`src/core/ast_pkg.sv`:
```
// Constants, types and helpers shared by the ADC self-test block.
// Assumes a 32-bit AXI4-Lite register bus with word-aligned register indices.
package ast_pkg;
  // Register indices; byte address is four times the index
  localparam logic [9:0]  IDX_CTRL      = 10'h021;
  localparam logic [9:0]  IDX_SUBST     = 10'h022;
  localparam logic [9:0]  IDX_FAULT     = 10'h061;
  localparam logic [9:0]  IDX_IRQ_STAT  = 10'h070;
  localparam logic [9:0]  IDX_IRQ_MASK  = 10'h071;
  localparam int          AXI_AW        = 12;
  // Control register fields
  localparam int          CTRL_FULL_BIT = 4;
  localparam int          CTRL_PART_BIT = 3;
  localparam int          CTRL_DTRIP    = 2;
  localparam int          CTRL_ATRIP    = 1;
  localparam int          CTRL_OCTRIP   = 0;
  // Substitution register fields
  localparam int          SUBST_EN_BIT  = 23;
  localparam int          SUBST_W       = 14;
  localparam logic [13:0] SUBST_RST     = 14'h0000;
  localparam logic [13:0] CONV_MAX      = 14'h1fff;
  localparam logic [13:0] CONV_MIN      = 14'h2000;
  // Fault and interrupt fields
  localparam int          FAULT_CAL_BIT = 4;
  localparam int          IRQ_DONE_BIT  = 0;
  localparam int          IRQ_FAIL_BIT  = 1;
  localparam logic [1:0]  RESP_OKAY     = 2'h0;
  localparam logic [1:0]  RESP_SLVERR   = 2'h2;

  typedef enum logic [1:0] {AST_CAL_IDLE, AST_CAL_FULL, AST_CAL_PART} ast_cal_state_t;

  // Two's-complement add clipped to the 14-bit code range
  function automatic logic [13:0] ast_sat_add(input logic [13:0] a, input logic [13:0] b);
    logic [14:0] sum;
    sum = {a[13], a} + {b[13], b};
    if (sum[14] != sum[13]) begin
      ast_sat_add = sum[14] ? CONV_MIN : CONV_MAX;
    end else begin
      ast_sat_add = sum[13:0];
    end
  endfunction : ast_sat_add

  // Byte-lane merge of a write into a stored word
  function automatic logic [31:0] ast_merge(input logic [31:0] old, input logic [31:0] wd,
                                            input logic [3:0] strb);
    ast_merge = old;
    for (int i = 0; i < 4; i++) begin
      if (strb[i]) ast_merge[i*8 +: 8] = wd[i*8 +: 8];
    end
  endfunction : ast_merge
endpackage : ast_pkg

```
`src/core/ast_cal_if.sv`:
```
// Carrier between the register side and the calibration sequencer.
// Assumes both ends share clk_sys.
`timescale 1ns/1ps
interface ast_cal_if;
  logic req_full;   // One-cycle request, full test
  logic req_part;   // One-cycle request, partial test
  logic full_busy;
  logic part_busy;
  logic finish;     // One-cycle, test ended
  logic fault;      // Calibration fault level
  modport ctrl (output req_full, req_part, input full_busy, part_busy, finish, fault);
  modport seq  (input req_full, req_part, output full_busy, part_busy, finish, fault);
endinterface : ast_cal_if

```
`src/core/ast_cal_seq.sv`:
```
// Calibration test sequencer: full and partial tests and their fault result.
// Assumes the calibration engine runs on clk_sys and pulses done once per start.
`timescale 1ns/1ps
module ast_cal_seq (
  input  wire logic       clk_sys,
  input  wire logic       rstn,
  ast_cal_if.seq          cal,
  output logic            eng_start,
  output logic            eng_abort,
  output logic            eng_partial,
  output logic            eng_store_enable,
  input  wire logic       eng_done,
  input  wire logic       eng_pass
);
  typedef struct packed {
    ast_pkg::ast_cal_state_t state;
    logic                    start;
    logic                    abort;
    logic                    finish;
    logic                    fault;
  } ast_seq_state_t;

  ast_seq_state_t s;
  ast_seq_state_t next_s;

  // Next state; full always outranks partial
  always_comb begin
    next_s        = s;
    next_s.start  = 1'b0;
    next_s.abort  = 1'b0;
    next_s.finish = 1'b0;
    unique case (s.state)
      ast_pkg::AST_CAL_IDLE: begin
        if (cal.req_full) begin
          next_s.state = ast_pkg::AST_CAL_FULL;
          next_s.start = 1'b1;
        end else if (cal.req_part) begin
          next_s.state = ast_pkg::AST_CAL_PART;
          next_s.start = 1'b1;
        end
      end
      ast_pkg::AST_CAL_FULL: begin
        if (eng_done) begin
          next_s.state  = ast_pkg::AST_CAL_IDLE;
          next_s.finish = 1'b1;
          next_s.fault  = !eng_pass;
        end
      end
      ast_pkg::AST_CAL_PART: begin
        if (cal.req_full) begin
          next_s.state = ast_pkg::AST_CAL_FULL;
          next_s.abort = 1'b1;
          next_s.start = 1'b1;
        end else if (eng_done) begin
          next_s.state  = ast_pkg::AST_CAL_IDLE;
          next_s.finish = 1'b1;
          next_s.fault  = !eng_pass;
        end
      end
      // Unused code falls back to idle
      default: begin
        next_s.state = ast_pkg::AST_CAL_IDLE;
      end
    endcase
  end

  always_ff @(posedge clk_sys or negedge rstn) begin
    if (!rstn) begin
      s <= '{state: ast_pkg::AST_CAL_IDLE, default: 1'b0};
    end else begin
      s <= next_s;
    end
  end

  // Partial runs compare only, so stored trims stay untouched
  assign eng_store_enable = (s.state == ast_pkg::AST_CAL_FULL);
  assign eng_partial      = (s.state == ast_pkg::AST_CAL_PART);
  assign eng_start        = s.start;
  assign eng_abort        = s.abort;
  assign cal.full_busy    = (s.state == ast_pkg::AST_CAL_FULL);
  assign cal.part_busy    = (s.state == ast_pkg::AST_CAL_PART);
  assign cal.finish       = s.finish;
  assign cal.fault        = s.fault;
endmodule : ast_cal_seq

```
`src/flat_wrapper.sv`:
```
// flat-port wrapper written by rule: the top's interface ports become plain ports
module ast_cal_seq_flat 
  (clk_sys, rstn, eng_start, eng_abort, eng_partial, eng_store_enable, eng_done, eng_pass, cal_req_full, cal_req_part, cal_full_busy, cal_part_busy, cal_finish, cal_fault);
  ast_cal_if cal_i ();
  input  wire logic clk_sys;
  input  wire logic rstn;
  output logic eng_start;
  output logic eng_abort;
  output logic eng_partial;
  output logic eng_store_enable;
  input  wire logic eng_done;
  input  wire logic eng_pass;
  input wire logic [$bits(cal_i.req_full)-1:0] cal_req_full;
  input wire logic [$bits(cal_i.req_part)-1:0] cal_req_part;
  output wire logic [$bits(cal_i.full_busy)-1:0] cal_full_busy;
  output wire logic [$bits(cal_i.part_busy)-1:0] cal_part_busy;
  output wire logic [$bits(cal_i.finish)-1:0] cal_finish;
  output wire logic [$bits(cal_i.fault)-1:0] cal_fault;
  assign cal_i.req_full = cal_req_full;
  assign cal_i.req_part = cal_req_part;
  assign cal_full_busy = cal_i.full_busy;
  assign cal_part_busy = cal_i.part_busy;
  assign cal_finish = cal_i.finish;
  assign cal_fault = cal_i.fault;
  ast_cal_seq u_core (.clk_sys(clk_sys), .rstn(rstn), .cal(cal_i), .eng_start(eng_start), .eng_abort(eng_abort), .eng_partial(eng_partial), .eng_store_enable(eng_store_enable), .eng_done(eng_done), .eng_pass(eng_pass));
endmodule
```
`config.mk`:
```
export PLATFORM = sky130hd
export DESIGN_NAME = ast_cal_seq_flat
export DESIGN_NICKNAME = d
export VERILOG_FILES = /design/src/core/ast_pkg.sv /design/src/core/ast_cal_if.sv /design/src/core/ast_cal_seq.sv /design/src/flat_wrapper.sv
export SDC_FILE = /design/constraint.sdc
export NUM_CORES = 1
export LEC_CHECK = 0
export BUFFER_PORTS_ARGS = -buffer_cell sky130_fd_sc_hd__buf_2
export CAP_MARGIN = 20
export CELL_PAD_IN_SITES_DETAIL_PLACEMENT = 1
export CELL_PAD_IN_SITES_GLOBAL_PLACEMENT = 2
export CORE_MARGIN = 2
export CORE_UTILIZATION = 28
export CTS_CLUSTER_DIAMETER = 200
export DETAILED_ROUTE_END_ITERATION = 8
export PLACE_DENSITY_LB_ADDON = 0.1
export REMOVE_ABC_BUFFERS = 1
export SLEW_MARGIN = 20
export SYNTH_ARGS = -nofsm -noshare
export SYNTH_HDL_FRONTEND = slang
export SYNTH_SLANG_ARGS = --single-unit
```
`constraint.sdc`:
```
create_clock -name clk_sys -period 2 [get_ports clk_sys]
set_input_delay 0.3 -clock clk_sys [delete_from_list [all_inputs] [get_ports clk_sys]]
set_output_delay 0.3 -clock clk_sys [all_outputs]
set_load 0.01 [all_outputs]
```
=== After elaboration in Yosys (flattened, before gate mapping) ===
Cells that the tools add are included.

* Register bits: 6
* Output and inout port bits: 8
* Input port bits: 6
* Word-level logic and storage cells: 24

* Multiplexer cells: 11
* Equal/unequal tests: 4
* Reduce and logical (&&, ||, !) cells: 4

{| class="wikitable"
|+ Operators by type and width
! operator !! count
|-
| $mux W2 || 5
|-
| $mux W3 || 2
|-
| $pmux W2 S3 || 1
|-
| $pmux W2 S2 || 1
|-
| $ne A3 B3 Y1 const B || 1
|-
| $eq A2 B1 Y1 const B || 1
|-
| $eq A2 B2 Y1 const B || 1
|-
| $logic_not A2 Y1 || 1
|-
| $ne A2 B2 Y1 const B || 1
|-
| $pmux W1 S2 || 1
|-
| $reduce_and A2 Y1 || 1
|-
| $reduce_bool A2 Y1 || 1
|-
| $logic_not A1 Y1 || 1
|-
| $mux W1 || 1
|}

=== Depth between registers and ports, before layout ===
Gate-level depths: netlist of the first run.

* Depth in word-level cells: 4
* Gate-level depth with buffers: 5
* Depth with buffers taken out: 5

=== Worst setup path after synthesis of the first run ===
Ideal clock, no wire load.

* Path kind: register to register
* Start point: reg u_core.s[5] (netlist bit)
* End point: reg u_core.s[4] (netlist bit)
* Path slack: 0.684 ns
* Stages on the path, launching flop included: 6
* Buffers on the path: 0
* Data arrival time: 1.224 ns
* Setup time: 0.092 ns
* Path through: dfrtp_1 -> inv_1 -> ha_1 -> nor2_1 -> o31a_1 -> o31ai_2

* Cells in the longest elaborated chain, start to end: 2

{| class="wikitable"
|+ RTL lines
! item !! line !! RTL
|-
| start: declaration || ast_cal_seq.sv:23 || <nowiki>ast_seq_state_t s;</nowiki>
|-
| start signal: assignment || ast_cal_seq.sv:71 || <nowiki>s <= next_s;</nowiki>
|-
| $eq A2 B1 Y1 || - ||
|-
| named net cal_full_busy || flat_wrapper.sv:15 || <nowiki>output wire logic [$bits(cal_i.full_busy)-1:0] cal_full_busy;</nowiki>
|-
| $pmux W2 S3 || ast_cal_seq.sv:32 || <nowiki>unique case (s.state)</nowiki>
|}

The timed path passes the listed nets, and every way through them passes these cells.
A chain may end at the register's enable or synchronous reset.

=== Worst setup path in the final report of the first run ===
* Start point: reg u_core.s[5] (netlist bit)
* End point: out cal_full_busy

* Cells in the longest elaborated chain, start to end: 1

{| class="wikitable"
|+ RTL lines
! item !! line !! RTL
|-
| $eq A2 B1 Y1 || ast_cal_seq.sv:80 || <nowiki>assign cal.full_busy = (s.state == ast_pkg::AST_CAL_FULL);</nowiki>
|-
| end: declaration || flat_wrapper.sv:15 ||
|}

Every way passes these cells.

==> flow_metrics.tcl, run 1 <==
set metrics [dict create \
    dp_hpwl_um 805 \
    hp-class "in -> reg" \
    path_max_fanout 7 \
    ys_seq_area_share_pct 39.0 \
    worst_slack_ps 417 \
    synth_enable_flop_cells 0 \
    cts_resized 0 \
    syn_area_sq_um 385 \
    combPwrFrac_pct 49.5 \
    start_util_pct 29.6 \
    clock_latency_ps 250 \
    async_reset_ff_share_pct 100 \
    ioPinCount 14 \
    relSlewSlack_pct 74.7 \
    ir_drop_mv 0.391 \
    grt_pass1_wl_um 1570 \
    netlist_top_cells_count "6 x dfrtp_1, 5 x ha_1, 5 x inv_1, 5 x nand2_1, 3 x o21ai_0" \
    p_leak_nw 0.267 \
    cap_violations 0 \
    crit_slowest_cell "dfrtp_1" \
    final_nets 68 \
    clockBufferDepth 2 \
    avgSynthCellArea_sq_um 9.63 \
    tns_ps 0 \
    period_minus_slack_ps 1580 \
    p_total_mw 0.604 \
    grt_antenna_before_repair 0 \
    path_buf_inv 2 \
    synth_area_leaders "dfrtp_1 39%, ha_1 16%, inv_1 4.9%, nand2_1 4.9%, o2111ai_1 4.5%" \
    synth_cell_types 16 \
    vias 346 \
    dr.pass1.iters 2 \
    fmax_ghz 0.632 \
    drive_above_1_share_pct 30.9 \
    track_usage_pct 15.1 \
    critPathMaxStageDelay_ps 450 \
    port_buffers 13 \
    final_cell_area_sq_um 487 \
    drtAntennaViolNets 0 \
    rows 13 \
    p_switching_mw 0.251 \
    cts_sinks 6 \
    critical-path-top-delay-family "flip-flops" \
    die-area_sq_mm 0.00169 \
    p_int_mw 0.353 \
    status "finished clean" \
    route.detailed.drc 0 \
    numCtsBuffers 3 \
    core_sq_mm 0.00130 \
    clk_pin_slew_ps 50 \
    place_congestion 0.779 \
    dpl-instance-area_sq_um 454 \
    power.share.sequential_pct 31.3 \
    syn_inst 40 \
    antenna_cells 0 \
    start_kind "flip-flop" \
    overflow 0 \
    criticalPathCategory "reg -> out" \
    cts-root-buf "clkbuf_4" \
    powerDensity_mw_per_mm2 1240 \
    finalSetupViolations 0 \
    crit_required_ps 1700 \
    chipWidth_um 41.1 \
    arrival_ps 1280 \
    place_ws_ps 499 \
    rr_startpoint "u_core.s[5]" \
    yosys.area.top_type "dfrtp_1" \
    grt_pass1_vias 345 \
    hold_violations 0 \
    crit_start "u_core.s[5]" \
    cts_tree "built" \
    wl_per_cell_um 14.2 \
    clkPwrFrac_pct 19.3 \
    vias_per_cell 4.94 \
    grt_start_max_net_pins 8 \
    yosysTopAreaCellShare_pct 39.0 \
    yosysMostFrequentCell "dfrtp_1" \
    skew_ps 7.28 \
    drt-initial-drc-count 9 \
    yosys_warnings 0 \
    finalWirelength_um 995 \
    dieHeight_um 41.1 \
    switching_share_pct 41.5 \
    critPathCaptureType "output port" \
    synth-seq-cells 6 \
    whs_ps 304 \
    drv_slew 0 \
    htreeDepth 1 \
    hold_start "cal_req_part" \
    crit_chain "inv_1, ha_1, buf_2" \
    syn_to_final_growth_pct 26.3 \
    ys.flop_type "dfrtp_1" \
    post-route-period-util_pct 79.1 \
    rsz0062_at_grt "no" \
    worst_pin_slew_ps 379 \
]
per-layer routing:
metal / vias up / track usage [%] / part of all wire, %
li1: 169 / - / -
met4: 0 / 9.68 / 1.4
met5: - / 0 / 0
met3: 2 / 3.26 / 5.0
met1: 162 / 18.3 / 44
met2: 13 / 23.8 / 49
flip-flops by register name, summed over array words and instances (netlist names):
name / flops
u_core.cal.fault: 1
u_core.cal.finish: 1
u_core.eng_abort: 1
u_core.eng_start: 1
u_core.s: 2
worst paths after layout:
check                              endpoint  slack [ps]  cells after the start
max                           cal_full_busy         420                      3
min                        u_core.eng_start         300                      3
max reg2reg                u_core.cal.fault         490                      5
min reg2reg                u_core.cal.fault         580                      2
max in group asynchronous  u_core.cal.fault        1440                      2
min in group asynchronous  u_core.eng_abort         400                      2
power groups by stage:
stage	sequential, mW	clock, mW	combinational, mW
6_report	0.189	0.116	0.299
5_1_grt	0.195	0.127	0.337
4_1_cts	0.189	0.119	0.305
3_5_place_dp	0.190	0	0.302
3_3_place_gp	0.187	0	0.290
2_1_floorplan	0.197	0	0.183
through the flow:
stage,util (%),instances
3_3_place_gp,34.9,66
3_5_place_dp,34.9,66
2_1_floorplan,-,38
4_1_cts,37.4,70
6_report,37.4,70
5_1_grt,37.4,70
cell type report:
class	instances	area, sq um
fillers	164	815
multi-input cells	27	201
flip-flops and latches	6	150
repair buffers	14	75.1
clock buffers	3	22.5
inverters	5	18.8
well taps	15	18.8
layout by cell type, fill, tap and decap left out, types with 2 or more instances in the layout:
cell	instances
inv_1	5
o21ai_0	3
nor2_1	2
clkbuf_4	3
buf_2	13
nand2_1	5
o2111ai_1	2
dfrtp_1	6
nor2b_1	2
o211ai_1	2
ha_1	5
worst reg2reg max path, stage by stage (launching register included):
cell and delay, ps:
dfrtp_1 450, inv_1 100, ha_1 300, a21boi_0 290, o2111ai_1 170, o211ai_1 120
repair_timing:
action,in CTS,in global routing
setup buffers,0,0
hold buffers,1,0
endpoints found under the hold margin,6,0
setup endpoints to repair,0,0
logic make-up after synthesis:
kind of cell               Yosys count  synth area share [%]
buffers and inverters                7                  8.77
adders and majority gates            5                  16.2
AOI/OAI and AO/OA                   11                  22.4
DFF                                  6                  39.0
and+or+nand+nor                     11                  13.6
Note: power is estimated with default switching activity, not from simulation.
==> run 2, diff against run 1 <==
--- a/config.mk
+++ b/config.mk
@@ -10,7 +10,7 @@
 export CELL_PAD_IN_SITES_DETAIL_PLACEMENT = 1
 export CELL_PAD_IN_SITES_GLOBAL_PLACEMENT = 2
 export CORE_MARGIN = 2
-export CORE_UTILIZATION = 28
+export CORE_UTILIZATION = 23
 export CTS_CLUSTER_DIAMETER = 200
 export DETAILED_ROUTE_END_ITERATION = 8
 export PLACE_DENSITY_LB_ADDON = 0.1
==> constraint.sdc (replaced) <==
create_clock -name clk_sys -period 1.4 [get_ports clk_sys]
set_input_delay 0.21 -clock clk_sys [delete_from_list [all_inputs] [get_ports clk_sys]]
set_output_delay 0.21 -clock clk_sys [all_outputs]
set_load 0.01 [all_outputs]
==> run 2 against run 1 <==
- clock-buffer cell count did not move
- clock power up 44%
- via count rose by 4.6%
- first-iteration DRC count is 67% lower
- critical endpoint is now eng_store_enable
- largest power group unchanged
- sequential power is 34% higher
- highest routed layer unchanged
- final cell count is 8.6% higher
- utilization shrank 2.3 points
- clock skew up 1.7 ps
- non-clock buffer count rose by 5
- sequential cell count is the same
- largest cell class unchanged
- critical path depth is the same
==> flow_metrics.tcl, run 2 (synthesis gave the netlist of run 1 again) <==
set metrics [dict create \
    status "finished clean" \
    whs_ps 232 \
    path_max_fanout 7 \
    regArea_sq_um 150 \
    post-route-period-util_pct 97.3 \
    clk_pin_slew_ps 60 \
    vias 362 \
    arrival_ps 1150 \
    power.share.sequential_pct 26.6 \
    drt-initial-drc-count 3 \
    whs_path_depth 3 \
    tns_ps 0 \
    grt_antenna_before_repair 0 \
    drive_above_1_share_pct 46.7 \
    rr_startpoint "u_core.s[5]" \
    top_register "u_core.s" \
    vias_per_cell 4.76 \
    dieHeight_um 44.9 \
    syn_to_final_growth_pct 40.3 \
    combPwrFrac_pct 55.9 \
    dr.pass1.iters 2 \
    start_kind "flip-flop" \
    clock_latency_ps 250 \
    worst_pin_slew_ps 229 \
    start_util_pct 25.0 \
    criticalPathCategory "reg -> out" \
    worstHoldEndpoint "u_core.eng_start" \
    powerDensity_mw_per_mm2 1770 \
    cts_tree "built" \
    final_nets 73 \
    antenna_cells 0 \
    p_int_mw 0.586 \
    drtAntennaViolNets 0 \
    cts-root-buf "clkbuf_4" \
    relSlewSlack_pct 84.6 \
    p_leak_nw 0.290 \
    timing.rr.end "u_core.cal.fault" \
    dp_hpwl_um 795 \
    rsz0062_at_grt "yes" \
    overflow 0 \
    die-area_sq_mm 0.00202 \
    chipWidth_um 44.9 \
    finalSetupViolations 0 \
    numCtsBuffers 3 \
    grt_start_max_net_pins 8 \
    place_congestion 0.778 \
    period_minus_slack_ps 1360 \
    r2r_slack_ps 90 \
    hold_start "cal_req_part" \
    clkPwrFrac_pct 17.4 \
    hold_violations 0 \
    cap_violations 0 \
    route.detailed.drc 0 \
    ioPinCount 14 \
    rows 14 \
    crit_required_ps 1190 \
    fillers 192 \
    mostFrequentLayoutCell "buf_2" \
    drv_slew 0 \
    fmax_ghz 0.734 \
    cts_sinks 6 \
    core_sq_mm 0.00154 \
    final_cell_mix "13 x buf_2, 6 x dfrtp_1, 5 x nand2_1, 5 x buf_4, 4 x inv_1" \
    port_buffers 13 \
    clockBufferDepth 2 \
    ir_drop_mv 0.448 \
    skew_ps 8.99 \
    htreeDepth 1 \
    grt_pass1_vias 396 \
    critPathCaptureType "output port" \
    multi_input_area_sq_um 216 \
    largest_reg_flops 2 \
    track_usage_pct 12.6 \
    p_switching_mw 0.371 \
    hp-class "in -> reg" \
    finalWirelength_um 1010 \
    grt_pass1_wl_um 1750 \
    ff2ff_path_depth 5 \
    wl_per_cell_um 13.3 \
    switching_share_pct 38.8 \
]
run 2: worst max-delay path, cell delays in order (launching register included):
cell	delay [ps]
dfrtp_1	390
buf_4	150
ha_2	220
buf_2	150
run 2: power groups by stage:
stage                     logic [mW]  clock network, mW  registers (mW)
after floorplan                0.262                  0           0.281
after global placement         0.495                  0           0.256
after detailed placement       0.500                  0           0.259
after CTS                      0.530              0.177           0.252
after global routing           0.609              0.178           0.262
final                          0.535              0.167           0.254
run 2: how the worst max path moves through the flow:
stage                     depth (start not counted)   startpoint  slack (ps)                to
after floorplan                                   5  u_core.s[5]          30       u_core.s[4]
after global placement                            5  u_core.s[5]          70       u_core.s[4]
after detailed placement                          5  u_core.s[5]          40  u_core.cal.fault
after CTS                                         3  u_core.s[5]          30     cal_part_busy
after global routing                              3  u_core.s[4]        -0.6     cal_full_busy
final                                             3  u_core.s[4]          40  eng_store_enable
run 2: area by class of cell:
cell class                      instances  area share, %
Clock buffer                            3           4.17
Inverter                                5           3.47
Multi-Input combinational cell         27           40.0
Sequential cell                         6           27.8
Tap cell                               16           3.70
Timing Repair Buffer                   19           20.8
run 2: routing by layer:
layer	GRT usage, %	wire [um]
met5	0	0
met1	13.9	439
met2	20.3	516
met3	2.80	40
met4	10.6	12
run 2: repair_timing:
action	in CTS	in global routing
setup endpoints to repair	4	5
resized for setup	1	6
hold buffers	1	0
pin swaps	0	1
buffers inserted	1	0
endpoints found under the hold margin	6	0
run 2: stage by stage:
stage	std cells	power [mW]	instance area, sq um	utilization (%)	worst slack, ps
after floorplan	38	0.542	370	-	26.7
after global placement	71	0.751	485	31.5	73.5
after detailed placement	71	0.759	485	31.5	39.0
after CTS	76	0.959	528	34.3	28.1
after global routing	76	1.05	541	35.1	-0.642
final	76	0.956	541	35.1	37.3
